==> src/hw/iq_conv_pkg.sv <==
// Purpose: Shared constants for the dual-channel converter model and its capture end
// Assumes: One 250 MHz system clock; the sampling clock is an enable pulse pair
// Notes:   Mode codes are {mode_select_first, mode_select_second}
package iq_conv_pkg;

    localparam int unsigned WORD_WIDTH      = 10;
    localparam int unsigned CLOCK_MHZ       = 250;
    localparam int unsigned MIN_RATE_MSPS   = 1;
    localparam int unsigned SAMPLE_DIV      = 8;
    localparam int unsigned MAX_SAMPLE_DIV  = CLOCK_MHZ / MIN_RATE_MSPS;
    localparam int unsigned LATENCY_CYCLES  = 6;
    localparam int unsigned RECOVERY_CYCLES = 20;
    localparam int unsigned DUTY_PERCENT    = 50;

    localparam logic [1:0] MODE_ALL_STANDBY = 2'b00;
    localparam logic [1:0] MODE_Q_STANDBY   = 2'b01;
    localparam logic [1:0] MODE_IN_PHASE    = 2'b10;
    localparam logic [1:0] MODE_Q_DELAYED   = 2'b11;

    localparam logic [WORD_WIDTH-1:0] WORD_RESET = 10'h200;

endpackage : iq_conv_pkg

==> src/hw/iq_conv_if.sv <==
// Purpose: Pins between the converter and the logic that clocks and captures it
// Assumes: Ticks are one-cycle pulses of the shared system clock
// Notes:   Mode pins are static levels, asynchronous to the ticks
`timescale 1ns/1ns
`default_nettype none
interface iq_conv_if;
    import iq_conv_pkg::*;

    logic                  sample_tick;
    logic                  half_tick;
    logic                  mode_select_first;
    logic                  mode_select_second;
    logic [WORD_WIDTH-1:0] i_word;
    logic [WORD_WIDTH-1:0] q_word;

    modport converter (
        input  sample_tick,
        input  half_tick,
        input  mode_select_first,
        input  mode_select_second,
        output i_word,
        output q_word
    );

    modport capture (
        output sample_tick,
        output half_tick,
        output mode_select_first,
        output mode_select_second,
        input  i_word,
        input  q_word
    );
endinterface : iq_conv_if
`default_nettype wire

==> src/hw/iq_converter.sv <==
// Purpose: Digital side of the dual I/Q converter: mode control, latency, output words
// Assumes: sample_tick marks the sampling clock rise, half_tick its fall
// Notes:   Analog conversion is stood in for by signed input codes on the user side
// Behaviour
// - Mode pins sampled freely, no tick alignment
// - Mode 00 stands both channels by
// - Mode 01 runs I, Q standby
// - Mode 10 runs both in phase
// - Mode 11 puts Q 180 degrees out
// - Delayed mode shifts Q half a cycle
// - Standby freezes outputs, still driven
// - Words invalid for 20 cycles after standby
// - Power-up needs 20 fast cycles first
// - Sampling clock must exceed 1 MSPS
// - Clock duty 50 percent, low jitter
// - Delayed mode aligns inverted-clock systems
// - Word appears six cycles after sampling
// - Output words coded in offset binary
`timescale 1ns/1ns
`default_nettype none
module iq_converter
    import iq_conv_pkg::*;
#(
    parameter int unsigned LATENCY = LATENCY_CYCLES
) (
    input  wire logic                         clock,
    input  wire logic                         rst_n,
    iq_conv_if.converter                      pins,
    input  wire logic signed [WORD_WIDTH-1:0] i_analog,
    input  wire logic signed [WORD_WIDTH-1:0] q_analog
);

    logic [1:0]            mode_sync1_q, mode_sync1_d;
    logic [1:0]            mode_sync2_q, mode_sync2_d;
    logic [WORD_WIDTH-1:0] i_pipe_q [LATENCY];
    logic [WORD_WIDTH-1:0] i_pipe_d [LATENCY];
    logic [WORD_WIDTH-1:0] q_pipe_q [LATENCY];
    logic [WORD_WIDTH-1:0] q_pipe_d [LATENCY];
    logic [WORD_WIDTH-1:0] i_word_q, i_word_d;
    logic [WORD_WIDTH-1:0] q_word_q, q_word_d;
    logic [WORD_WIDTH-1:0] q_hold_q, q_hold_d;
    logic                  i_active;
    logic                  q_active;
    logic                  q_delayed;

    // Mode pins cross in through two flops; no alignment to either tick
    always_comb begin
        mode_sync1_d = {pins.mode_select_first, pins.mode_select_second};
        mode_sync2_d = mode_sync1_q;
    end

    always_ff @(posedge clock or negedge rst_n) begin
        if (!rst_n) begin
            mode_sync1_q <= MODE_ALL_STANDBY;
            mode_sync2_q <= MODE_ALL_STANDBY;
        end else begin
            mode_sync1_q <= mode_sync1_d;
            mode_sync2_q <= mode_sync2_d;
        end
    end

    always_comb begin
        i_active  = (mode_sync2_q != MODE_ALL_STANDBY);
        q_active  = (mode_sync2_q == MODE_IN_PHASE) || (mode_sync2_q == MODE_Q_DELAYED);
        q_delayed = (mode_sync2_q == MODE_Q_DELAYED);
    end

    // Pipeline advances only on sampling ticks of an active channel
    always_comb begin
        for (int k = 0; k < LATENCY; k++) begin
            i_pipe_d[k] = i_pipe_q[k];
            q_pipe_d[k] = q_pipe_q[k];
        end
        if (pins.sample_tick && i_active) begin
            i_pipe_d[0] = {~i_analog[WORD_WIDTH-1], i_analog[WORD_WIDTH-2:0]};
            for (int k = 1; k < LATENCY; k++) begin
                i_pipe_d[k] = i_pipe_q[k-1];
            end
        end
        if (pins.sample_tick && q_active) begin
            q_pipe_d[0] = {~q_analog[WORD_WIDTH-1], q_analog[WORD_WIDTH-2:0]};
            for (int k = 1; k < LATENCY; k++) begin
                q_pipe_d[k] = q_pipe_q[k-1];
            end
        end
    end

    // Output words: frozen, never floated, while the channel stands by
    always_comb begin
        i_word_d = i_word_q;
        q_word_d = q_word_q;
        q_hold_d = q_hold_q;
        if (pins.sample_tick && i_active) begin
            i_word_d = i_pipe_q[LATENCY-1];
        end
        // The pipe has shifted by the falling half, so the word due this period is held aside
        if (pins.sample_tick && q_active) begin
            q_hold_d = q_pipe_q[LATENCY-1];
        end
        if (q_active && (q_delayed ? pins.half_tick : pins.sample_tick)) begin
            q_word_d = q_delayed ? q_hold_q : q_pipe_q[LATENCY-1];
        end
    end

    always_ff @(posedge clock or negedge rst_n) begin
        if (!rst_n) begin
            for (int k = 0; k < LATENCY; k++) begin
                i_pipe_q[k] <= WORD_RESET;
                q_pipe_q[k] <= WORD_RESET;
            end
            i_word_q <= WORD_RESET;
            q_word_q <= WORD_RESET;
            q_hold_q <= WORD_RESET;
        end else begin
            i_pipe_q <= i_pipe_d;
            q_pipe_q <= q_pipe_d;
            i_word_q <= i_word_d;
            q_word_q <= q_word_d;
            q_hold_q <= q_hold_d;
        end
    end

    assign pins.i_word = i_word_q;
    assign pins.q_word = q_word_q;

endmodule : iq_converter
`default_nettype wire

==> src/flat_wrapper.sv <==
// flat-port wrapper written by rule: the top's interface ports become plain ports
module iq_converter_flat import iq_conv_pkg::*;
#(
    parameter int unsigned LATENCY = LATENCY_CYCLES
)
  (clock, rst_n, i_analog, q_analog, pins_sample_tick, pins_half_tick, pins_mode_select_first, pins_mode_select_second, pins_i_word, pins_q_word);
  iq_conv_if pins_i ();
  input  wire logic clock;
  input  wire logic rst_n;
  input  wire logic signed [WORD_WIDTH-1:0] i_analog;
  input  wire logic signed [WORD_WIDTH-1:0] q_analog;
  input wire logic [$bits(pins_i.sample_tick)-1:0] pins_sample_tick;
  input wire logic [$bits(pins_i.half_tick)-1:0] pins_half_tick;
  input wire logic [$bits(pins_i.mode_select_first)-1:0] pins_mode_select_first;
  input wire logic [$bits(pins_i.mode_select_second)-1:0] pins_mode_select_second;
  output wire logic [$bits(pins_i.i_word)-1:0] pins_i_word;
  output wire logic [$bits(pins_i.q_word)-1:0] pins_q_word;
  assign pins_i.sample_tick = pins_sample_tick;
  assign pins_i.half_tick = pins_half_tick;
  assign pins_i.mode_select_first = pins_mode_select_first;
  assign pins_i.mode_select_second = pins_mode_select_second;
  assign pins_i_word = pins_i.i_word;
  assign pins_q_word = pins_i.q_word;
  iq_converter #(.LATENCY(LATENCY)) u_core (.clock(clock), .rst_n(rst_n), .pins(pins_i), .i_analog(i_analog), .q_analog(q_analog));
endmodule
==> config.mk <==
export PLATFORM = sky130hd
export DESIGN_NAME = iq_converter_flat
export DESIGN_NICKNAME = d
export VERILOG_FILES = /design/src/hw/iq_conv_pkg.sv /design/src/hw/iq_conv_if.sv /design/src/hw/iq_converter.sv /design/src/flat_wrapper.sv
export SDC_FILE = /design/constraint.sdc
export NUM_CORES = 1
export LEC_CHECK = 0
export ABC_AREA = 0
export BUFFER_PORTS_ARGS = -buffer_cell sky130_fd_sc_hd__buf_2
export CORE_ASPECT_RATIO = 0.6
export CORE_UTILIZATION = 25
export DETAILED_ROUTE_END_ITERATION = 10
export PLACE_DENSITY = 0.43
export SKIP_LAST_GASP = 1
export SYNTH_ARGS = -nofsm -noshare
export SYNTH_HDL_FRONTEND = slang
export SYNTH_SLANG_ARGS = --single-unit
==> constraint.sdc <==
create_clock -name clock -period 2.1 [get_ports clock]
set_input_delay 0.42 -clock clock [delete_from_list [all_inputs] [get_ports clock]]
set_output_delay 0.42 -clock clock [all_outputs]
set_load 0.005 [all_outputs]
==> Word level (Yosys, flattened, before mapping) <==
Index checks and enable logic that the tools add are counted.
{ "word_totals": {"register_bits": 154, "in_bits": 26, "wordCells": 28} }
{ "op_classes": {"n_eq_ne": 2, "n_mux": 2, "bitwise_logic": 2, "reduce_logical": 5} }
{ "ops": {"columns": ["cell", "count"], "rows": [
  ["$mux W10", 1],
  ["$eq A2 B2 Y1 const B", 2],
  ["$logic_and A1 B1 Y1", 3],
  ["$not A1 Y1", 2],
  ["$reduce_bool A2 Y1", 1],
  ["$logic_or A1 B1 Y1", 1],
  ["$mux W1", 1]
]} }

==> Longest topological paths before layout <==
Gate-level depths: netlist of the first run.
{ "logic_depth": {"word_depth": 3, "depth_mapped": 5, "ltp_nobuf": 3} }

==> Worst setup path before layout of the first run <==
OpenSTA, ideal clock, no wires.
{ "synth_timing": {"path_type": "register -> register", "start": "register u_core.mode_sync2_q[1]", "end": "register u_core.i_pipe_q[0] in the netlist's numbering", "arrival_time_ns": 1.306, "t_required_ns": 1.975, "path_slack_ns": 0.670, "path_stages_with_launch": 5, "n_path_buf": 2, "path_cell_list": "dfrtp_1 > buf_2 > o21ai_4 > buf_6 > mux2_2"} }
{ "synth_via": {"elab_chain_len": 2} }
{ "synth_lines": {"columns": ["element", "line", "text"], "rows": [
  ["start: declaration", "iq_converter.sv:34", "logic [1:0] mode_sync2_q, mode_sync2_d;"],
  ["start signal: assignment", "iq_converter.sv:58", "mode_sync2_q <= mode_sync2_d;"],
  ["$reduce_bool A2 Y1", "iq_converter.sv:63", "i_active = (mode_sync2_q != MODE_ALL_STANDBY);"],
  ["$logic_and A1 B1 Y1", "iq_converter.sv:74", "if (pins.sample_tick && i_active) begin"],
  ["end signal: assignment", "iq_converter.sv:115", "i_pipe_q <= i_pipe_d;"],
  ["end: declaration", "iq_converter.sv:35", "logic [WORD_WIDTH-1:0] i_pipe_q [LATENCY];"]
]} }
Every way passes these cells.
A chain may end at the register's enable or synchronous reset.

==> Worst setup path in the final report of the first run <==
{ "layout_timing": {"start": "register u_core.mode_sync2_q[1]", "end": "register u_core.q_pipe_q[15] in the netlist's numbering"} }
{ "layout_via": {"elab_chain_len": 3} }
{ "layout_lines": {"columns": ["element", "line", "text"], "rows": [
  ["$eq A2 B2 Y1", "iq_converter.sv:64", "q_active = (mode_sync2_q == MODE_IN_PHASE) || (mode_sync2_q == MODE_Q_DELAYED);"],
  ["$logic_or A1 B1 Y1 (*)", "iq_converter.sv:64", null],
  ["$logic_and A1 B1 Y1 (*)", "iq_converter.sv:80", "if (pins.sample_tick && q_active) begin"],
  ["end signal: assignment", "iq_converter.sv:116", "q_pipe_q <= q_pipe_d;"],
  ["end: declaration", "iq_converter.sv:37", "logic [WORD_WIDTH-1:0] q_pipe_q [LATENCY];"]
]} }
Mark *: on every way between the ends. The rest lies on a longest branch, timed or not.

==> flow_summary.ini, run 1 <==
[yosys]
ys_seq_area_frac = 0.662
yosysUniqueCellTypes = 12
synth_xor_xnor_area_share = 0
synth_seq_cells = 154
synth_nets = 362
synth_area_mm2 = 0.00585
avgSynthCellArea_um2 = 17.4
ys.warnings.count = 0
synth_compound_area_frac = 0.00449
synthAdderAreaFrac = 0
synthMuxAreaShare = 0.307
synth_top_family_by_area = multiplexers
synth_cells = 336
synthSimpleGateAreaFrac = 0.00620

[detailed_routing]
first_iter_violations = 70
ant_nets = 0
firstDrtPassIters = 3
wl_per_cell_um = 13.1
drc = 0
num_vias = 2840
wl_um = 9470
avgViaCountPerCell = 3.94

[die]
die_y_um = 120
core_area_mm2 = 0.0225
rows = 42
ios = 46
die_w_um = 199
die-area_mm2 = 0.0240
initial_core_util = 0.260

[finish]
num-fill-cells = 2251
nets = 426
diodes = 0
fin_cells = 721
area_growth_pct = 21.4
drive_gt1_frac = 0.639

[power_and_ir_drop]
power_switching_mw = 2.34
seqPwrFrac = 0.504
pwr-share-clk = 0.323
p_leak_nw = 3.08
peakVddDrop_mv = 0.509
switching_share = 0.255
power_density_mw_per_mm2 = 1300
combinationalPowerShare = 0.172
intPower_mw = 6.86

[placed_design]
dp_hpwl_um = 6320
io_buffers = 45
place_congestion = 0.638
placedCellCount = 688

[grt]
grt_pass1_wl_um = 16500
grt_pass1_vias = 3120
antenna_found_initial = 0
grt_max_degree = 48
grt_overflow_total = 0
track_usage = 0.0908

[worst_setup_path]
r2r-start = u_core.mode_sync2_q[1]$_DFF_PN0_
reg2reg_to = u_core.q_pipe_q[15]$_DFFE_PN0P_
startpoint_type = flip-flop
critPathKind = reg -> reg
required_ps = 2400
rr_worst_depth = 3
cp.arrival_ps = 1910
path_max_fanout = 16
r2r_slack_ps = 490
end_kind = flip-flop

[timing]
skew_ps = 7.67
worst-slew-pin-transition_ps = 479
final-setup-viol-count = 0
timing.final.crit_share = 0.768
rsz0062_at_grt = no
finalHoldViolations = 0
slew-limit-headroom = 0.681
min_period_ps = 1610
fmax_ghz = 0.620
setup_tns_ps = 0
whs_ps = 109
slew_viol_final = 0

[clock_tree]
htreeDepth = 4
cts.clk_slew.worst_paths_ps = 60
clock_path_buffers = 2
cts_tree = done
cts_made_buffers = 17
cts_resized = 0
clk_latency_ps = 420
clock_sinks = 154
cts_root_buf = clkbuf_16

[min_path]
hold_path.class = in -> reg
worstHoldEndpoint = u_core.mode_sync1_q[1]$_DFF_PN0_
whs_path_depth = 1
min_from = pins_mode_select_first

[outcome]
status = finished, final reports clean

[run]
drv_cap = 0
synth_stat cells:
library cell	count	area share
dfstp_2	15	0.067
nand2_1	2	0.0013
nand2_4	2	0.0039
mux2_4	1	0.0026
buf_2	8	0.0068
dfrtp_1	139	0.59
buf_6	7	0.013
o21ai_0	2	0.0017
o21ai_4	1	0.0028
mux2_1	5	0.0096
mux2_2	153	0.29
nand2_2	1	0.0011
metrics by stage:
step           area, µm²   util  worst slack [ps]  total power, mW
2_1_floorplan       5850      -               670             5.69
3_3_place_gp        6510  0.290               434             6.24
3_5_place_dp        6510  0.290               418             6.34
4_1_cts             7100  0.316               459             9.39
5_1_grt             7100  0.316               387             9.81
6_report            7100  0.316               486             9.20
power groups by stage:
stage	clock network, mW	logic (mW)	registers [mW]
floorplan	0	1.15	4.53
global placement	0	1.57	4.67
detailed placement	0	1.62	4.72
CTS	3.09	1.63	4.66
global route	3.23	1.77	4.81
finish	2.98	1.58	4.64
final cells by class:
| class | count | area (µm²) | area share |
|---|---|---|---|
| flip-flops and latches | 154 | 3870 | 0.545 |
| multi-input cells | 167 | 1860 | 0.262 |
| repair buffers | 60 | 409 | 0.0576 |
| clock buffers | 18 | 439 | 0.0619 |
| well taps | 308 | 385 | 0.0543 |
| clock inverters | 14 | 136 | 0.0192 |
layer usage:
metal  track usage  vias to the layer above  wire length (µm)
met5             0                        -                 0
met4        0.0472                        0               192
met3        0.0265                       14               291
met2         0.119                       36              3730
met1         0.133                     1454              5260
li1              -                     1336                 -
worst max-delay path by stage:
stage                                startpoint                         endpoint  slack [ps]  cells after the start
3_5_place_dp                   pins_sample_tick  u_core.q_pipe_q[25]$_DFFE_PN0P_         420                      4
6_report       u_core.mode_sync2_q[1]$_DFF_PN0_  u_core.q_pipe_q[15]$_DFFE_PN0P_         490                      3
3_3_place_gp                   pins_sample_tick   u_core.q_pipe_q[5]$_DFFE_PN0P_         430                      4
5_1_grt        u_core.mode_sync2_q[1]$_DFF_PN0_  u_core.i_pipe_q[34]$_DFFE_PN0P_         390                      3
4_1_cts        u_core.mode_sync2_q[1]$_DFF_PN0_  u_core.q_pipe_q[15]$_DFFE_PN0P_         460                      3
2_1_floorplan  u_core.mode_sync2_q[1]$_DFF_PN0_   u_core.i_pipe_q[0]$_DFFE_PN0P_         670                      4
flip-flops by register name, summed over array words and instances (netlist names):
signal               cells
u_core.i_pipe_q         60
u_core.mode_sync1_q      2
u_core.mode_sync2_q      2
u_core.pins.i_word      10
u_core.pins.q_word      10
u_core.q_hold_q         10
u_core.q_pipe_q         60
critical path, stage by stage, from the launching register on:
cell and delay (ps):
dfrtp_1 480, nand2_2 360, buf_4 290, mux2_2 350
cells in the final DEF (no fill, tap or decap):
cell,Yosys,layout
buf_12,0,5
buf_2,8,44
buf_4,0,9
buf_6,7,1
bufinv_16,0,1
clkbuf_16,0,17
clkbuf_8,0,1
clkinv_2,0,1
clkinv_4,0,1
clkinvlp_4,0,5
dfrtp_1,139,139
dfstp_2,15,15
dlygate4sd3_1,0,1
inv_6,0,5
inv_8,0,1
mux2_1,5,5
mux2_2,153,153
mux2_4,1,1
nand2_1,2,2
nand2_2,1,1
nand2_4,2,2
o21ai_0,2,2
o21ai_4,1,1
logic make-up after synthesis:
family	Yosys count
muxes	159
DFF	154
buffers and inverters	15
AOI/OAI and AO/OA	3
and+or+nand+nor	5
what timing repair did:
action                    CTS  global route
hold endpoints to repair   39             0
setup buffers               0             0
hold buffers                1             0
(Power assumes the default switching activity.)
==> inputs of run 2 (changes only) <==
--- a/config.mk
+++ b/config.mk
@@ -5,7 +5,7 @@
 export SDC_FILE = /design/constraint.sdc
 export NUM_CORES = 1
 export LEC_CHECK = 0
-export ABC_AREA = 0
+export ABC_AREA = 1
 export BUFFER_PORTS_ARGS = -buffer_cell sky130_fd_sc_hd__buf_2
 export CORE_ASPECT_RATIO = 0.6
 export CORE_UTILIZATION = 25
==> constraint.sdc (replaced) <==
create_clock -name clock -period 1.55 [get_ports clock]
set_input_delay 0.31 -clock clock [delete_from_list [all_inputs] [get_ports clock]]
set_output_delay 0.31 -clock clock [all_outputs]
set_load 0.005 [all_outputs]
==> run 2 against run 1 <==
  * Final cell count grew 46%
  * Register-to-register slack worse by 300 ps
  * Global-route usage increased by 3.0 points
  * Hold slack got worse by 74 ps
  * Critical path depth decreased by 2
  * Clock power rose by 40%
  * Critical path type is now reg -> out
  * Highest routed layer unchanged
  * Sequential cell count unchanged
==> flow_summary.ini, run 2 <==
[power_and_ir_drop]
peakVddDrop_mv = 0.747
p_total_mw = 10.7
power_density_mw_per_mm2 = 1460
power_switching_mw = 2.88
intPower_mw = 7.82
combinationalPowerShare = 0.124
seqPwrFrac = 0.488
switching_share = 0.269
pwr-share-clk = 0.388
p_leak_nw = 3.91

[clock_tree]
clock_path_buffers = 2
cts_tree = done
htreeDepth = 4
clock_sinks = 154
cts_root_buf = clkbuf_16
cts.clk_slew.worst_paths_ps = 60
cts_setup_buffers = 0
cts_made_buffers = 17
clk_latency_ps = 420

[yosys]
synth_top_family_by_area = simple AND/OR/NAND/NOR gates
yosysUniqueCellTypes = 16
synth_cells = 671
synth_area_mm2 = 0.00599
ys.flop_type = dfrtp_1
synth_edf_count = 0
synthMuxAreaShare = 0
synthArstFlopShare = 1.00
ys_seq_area_frac = 0.647
synthSimpleGateAreaFrac = 0.297
avgSynthCellArea_um2 = 8.93
synth_xor_xnor_area_share = 0
synth_top_area_frac = 0.581
ys.warnings.count = 0
synth_seq_cells = 154
synth_most_common_cell = nand2_1
synth_common_cells = nand2_1, dfrtp_1, nand3_1, buf_2, dfstp_2
synth_compound_area_frac = 0.0167
synth_nets = 697
synth_top_cell_by_area = dfrtp_1
synthAdderAreaFrac = 0
synthTopCellsByArea = dfrtp_1, nand2_1, dfstp_2

[grt]
grt_overflow_total = 0
track_usage = 0.121
grt_max_degree = 62
grt_pass1_vias = 4200
grt_pass1_wl_um = 23000
antenna_found_initial = 0

[finish]
drive_gt1_frac = 0.164
layout_commonest_cell = nand2_1
diodes = 0
final_cell_mix = nand2_1, dfrtp_1, nand3_1
top_regs = u_core.i_pipe_q: 60 flops, u_core.q_pipe_q: 60 flops
area_growth_pct = 22.2
nets = 750

[detailed_routing]
num_vias = 4197
ant_nets = 0
wl_per_cell_um = 12.7
drc = 0
firstDrtPassIters = 4
first_iter_violations = 295
avgViaCountPerCell = 3.99
wl_um = 13300

[die]
die-area_mm2 = 0.0246
initial_core_util = 0.257
die_y_um = 122
core_area_mm2 = 0.0233
die_w_um = 202
rows = 43
ios = 46

[placed_design]
place_congestion = 0.683
io_buffers = 45
dp_hpwl_um = 8280

[worst_setup_path]
end_kind = primary output
cp.arrival_ps = 1090
r2r_slack_ps = 190
max_stage_delay_ps = 540
critPathKind = reg -> out
required_ps = 1240
crit_chain = buf_2
startpoint_type = flip-flop
crit_buf_inv = 1
path_delay_family = flip-flops
cp_slowest_cell = dfstp_2
path_max_fanout = 2

[timing]
rsz0062_at_grt = no
skew_ps = 7.08
min_period_ps = 1400
fmax_ghz = 0.716
slew-limit-headroom = 0.781
setup_tns_ps = 0
slew_viol_final = 0
timing.final.crit_share = 0.901
final-setup-viol-count = 0
finalHoldViolations = 0
worst-slew-pin-transition_ps = 328

[min_path]
hold_path.class = in -> reg

[outcome]
status = finished, final reports clean

[run]
drv_cap = 0
-- run 2: changes by cell type after synthesis, sizes merged --
| cell | delta |
|---|---|
| a21oi | +9 |
| buf | +10 |
| clkbuf | +14 |
| inv | +11 |
| mux2 | -159 |
| nand2 | +359 |
| nand3 | +74 |
| nor2 | +9 |
| o21ai | +8 |
-- run 2: final cells by class --
type	instances	area [µm²]
fillers	2497	16000
flip-flops and latches	154	3870
multi-input cells	467	1880
repair buffers	73	537
clock buffers	19	453
well taps	315	394
clock inverters	13	143
inverters	11	41.3
-- run 2: kinds of logic (layout without fill, tap and decap cells) --
logic type | count (synthesis) | count (layout)
simple gates | 447 | 447
compound gates | 20 | 20
buf+inv | 50 | 116
flops | 154 | 154
-- run 2: path summary, 6_finish.rpt --
| check | startpoint | cells after the start | to |
|---|---|---|---|
| max | u_core.pins.q_word[9]$_DFFE_PN1P_ | 1 | pins_q_word[9] |
| min | q_analog[9] | 2 | u_core.q_pipe_q[59]$_DFFE_PN1P_ |
| max reg2reg | u_core.mode_sync2_q[0]$_DFF_PN0_ | 7 | u_core.pins.q_word[3]$_DFFE_PN0P_ |
| min reg2reg | u_core.mode_sync1_q[1]$_DFF_PN0_ | 0 | u_core.mode_sync2_q[1]$_DFF_PN0_ |
| max in group asynchronous | rst_n | 3 | u_core.q_pipe_q[19]$_DFFE_PN1P_ |
| min in group asynchronous | rst_n | 2 | u_core.q_pipe_q[26]$_DFFE_PN0P_ |
-- run 2: routing by layer --
metal	share of wire	wire length [µm]	GRT usage
met1	0.59	7870	0.195
met2	0.36	4760	0.145
met3	0.040	535	0.0337
met4	0.011	146	0.0412
met5	0	0	0
-- run 2: power groups by stage --
stage          clock network (mW)  registers (mW)  logic, mW
2_1_floorplan                   0            5.20      0.830
3_3_place_gp                    0            5.29       1.35
3_5_place_dp                    0            5.29       1.36
4_1_cts                      4.31            5.23       1.37
5_1_grt                      4.47            5.32       1.58
6_report                     4.16            5.22       1.33
-- run 2: timing repair --
| action | in CTS | in global routing |
|---|---|---|
| hold buffers | 3 | 0 |
| endpoints found under the hold margin | 40 | 0 |
| gates resized for setup | 0 | 0 |
-- run 2: metrics by stage --
stage / instances / setup slack, ps / hold WS (ps) / utilization / cell area (µm²)
after global placement: 1017 / 214 / 165 / 0.287 / 6700
after global routing: 1052 / 80.1 / 24.7 / 0.314 / 7320
after floorplan: 671 / 433 / 14.4 / - / 5990
final: 1052 / 153 / 35.0 / 0.314 / 7320
after CTS: 1052 / 113 / 8.09 / 0.314 / 7320
after detailed placement: 1017 / 203 / 164 / 0.287 / 6700
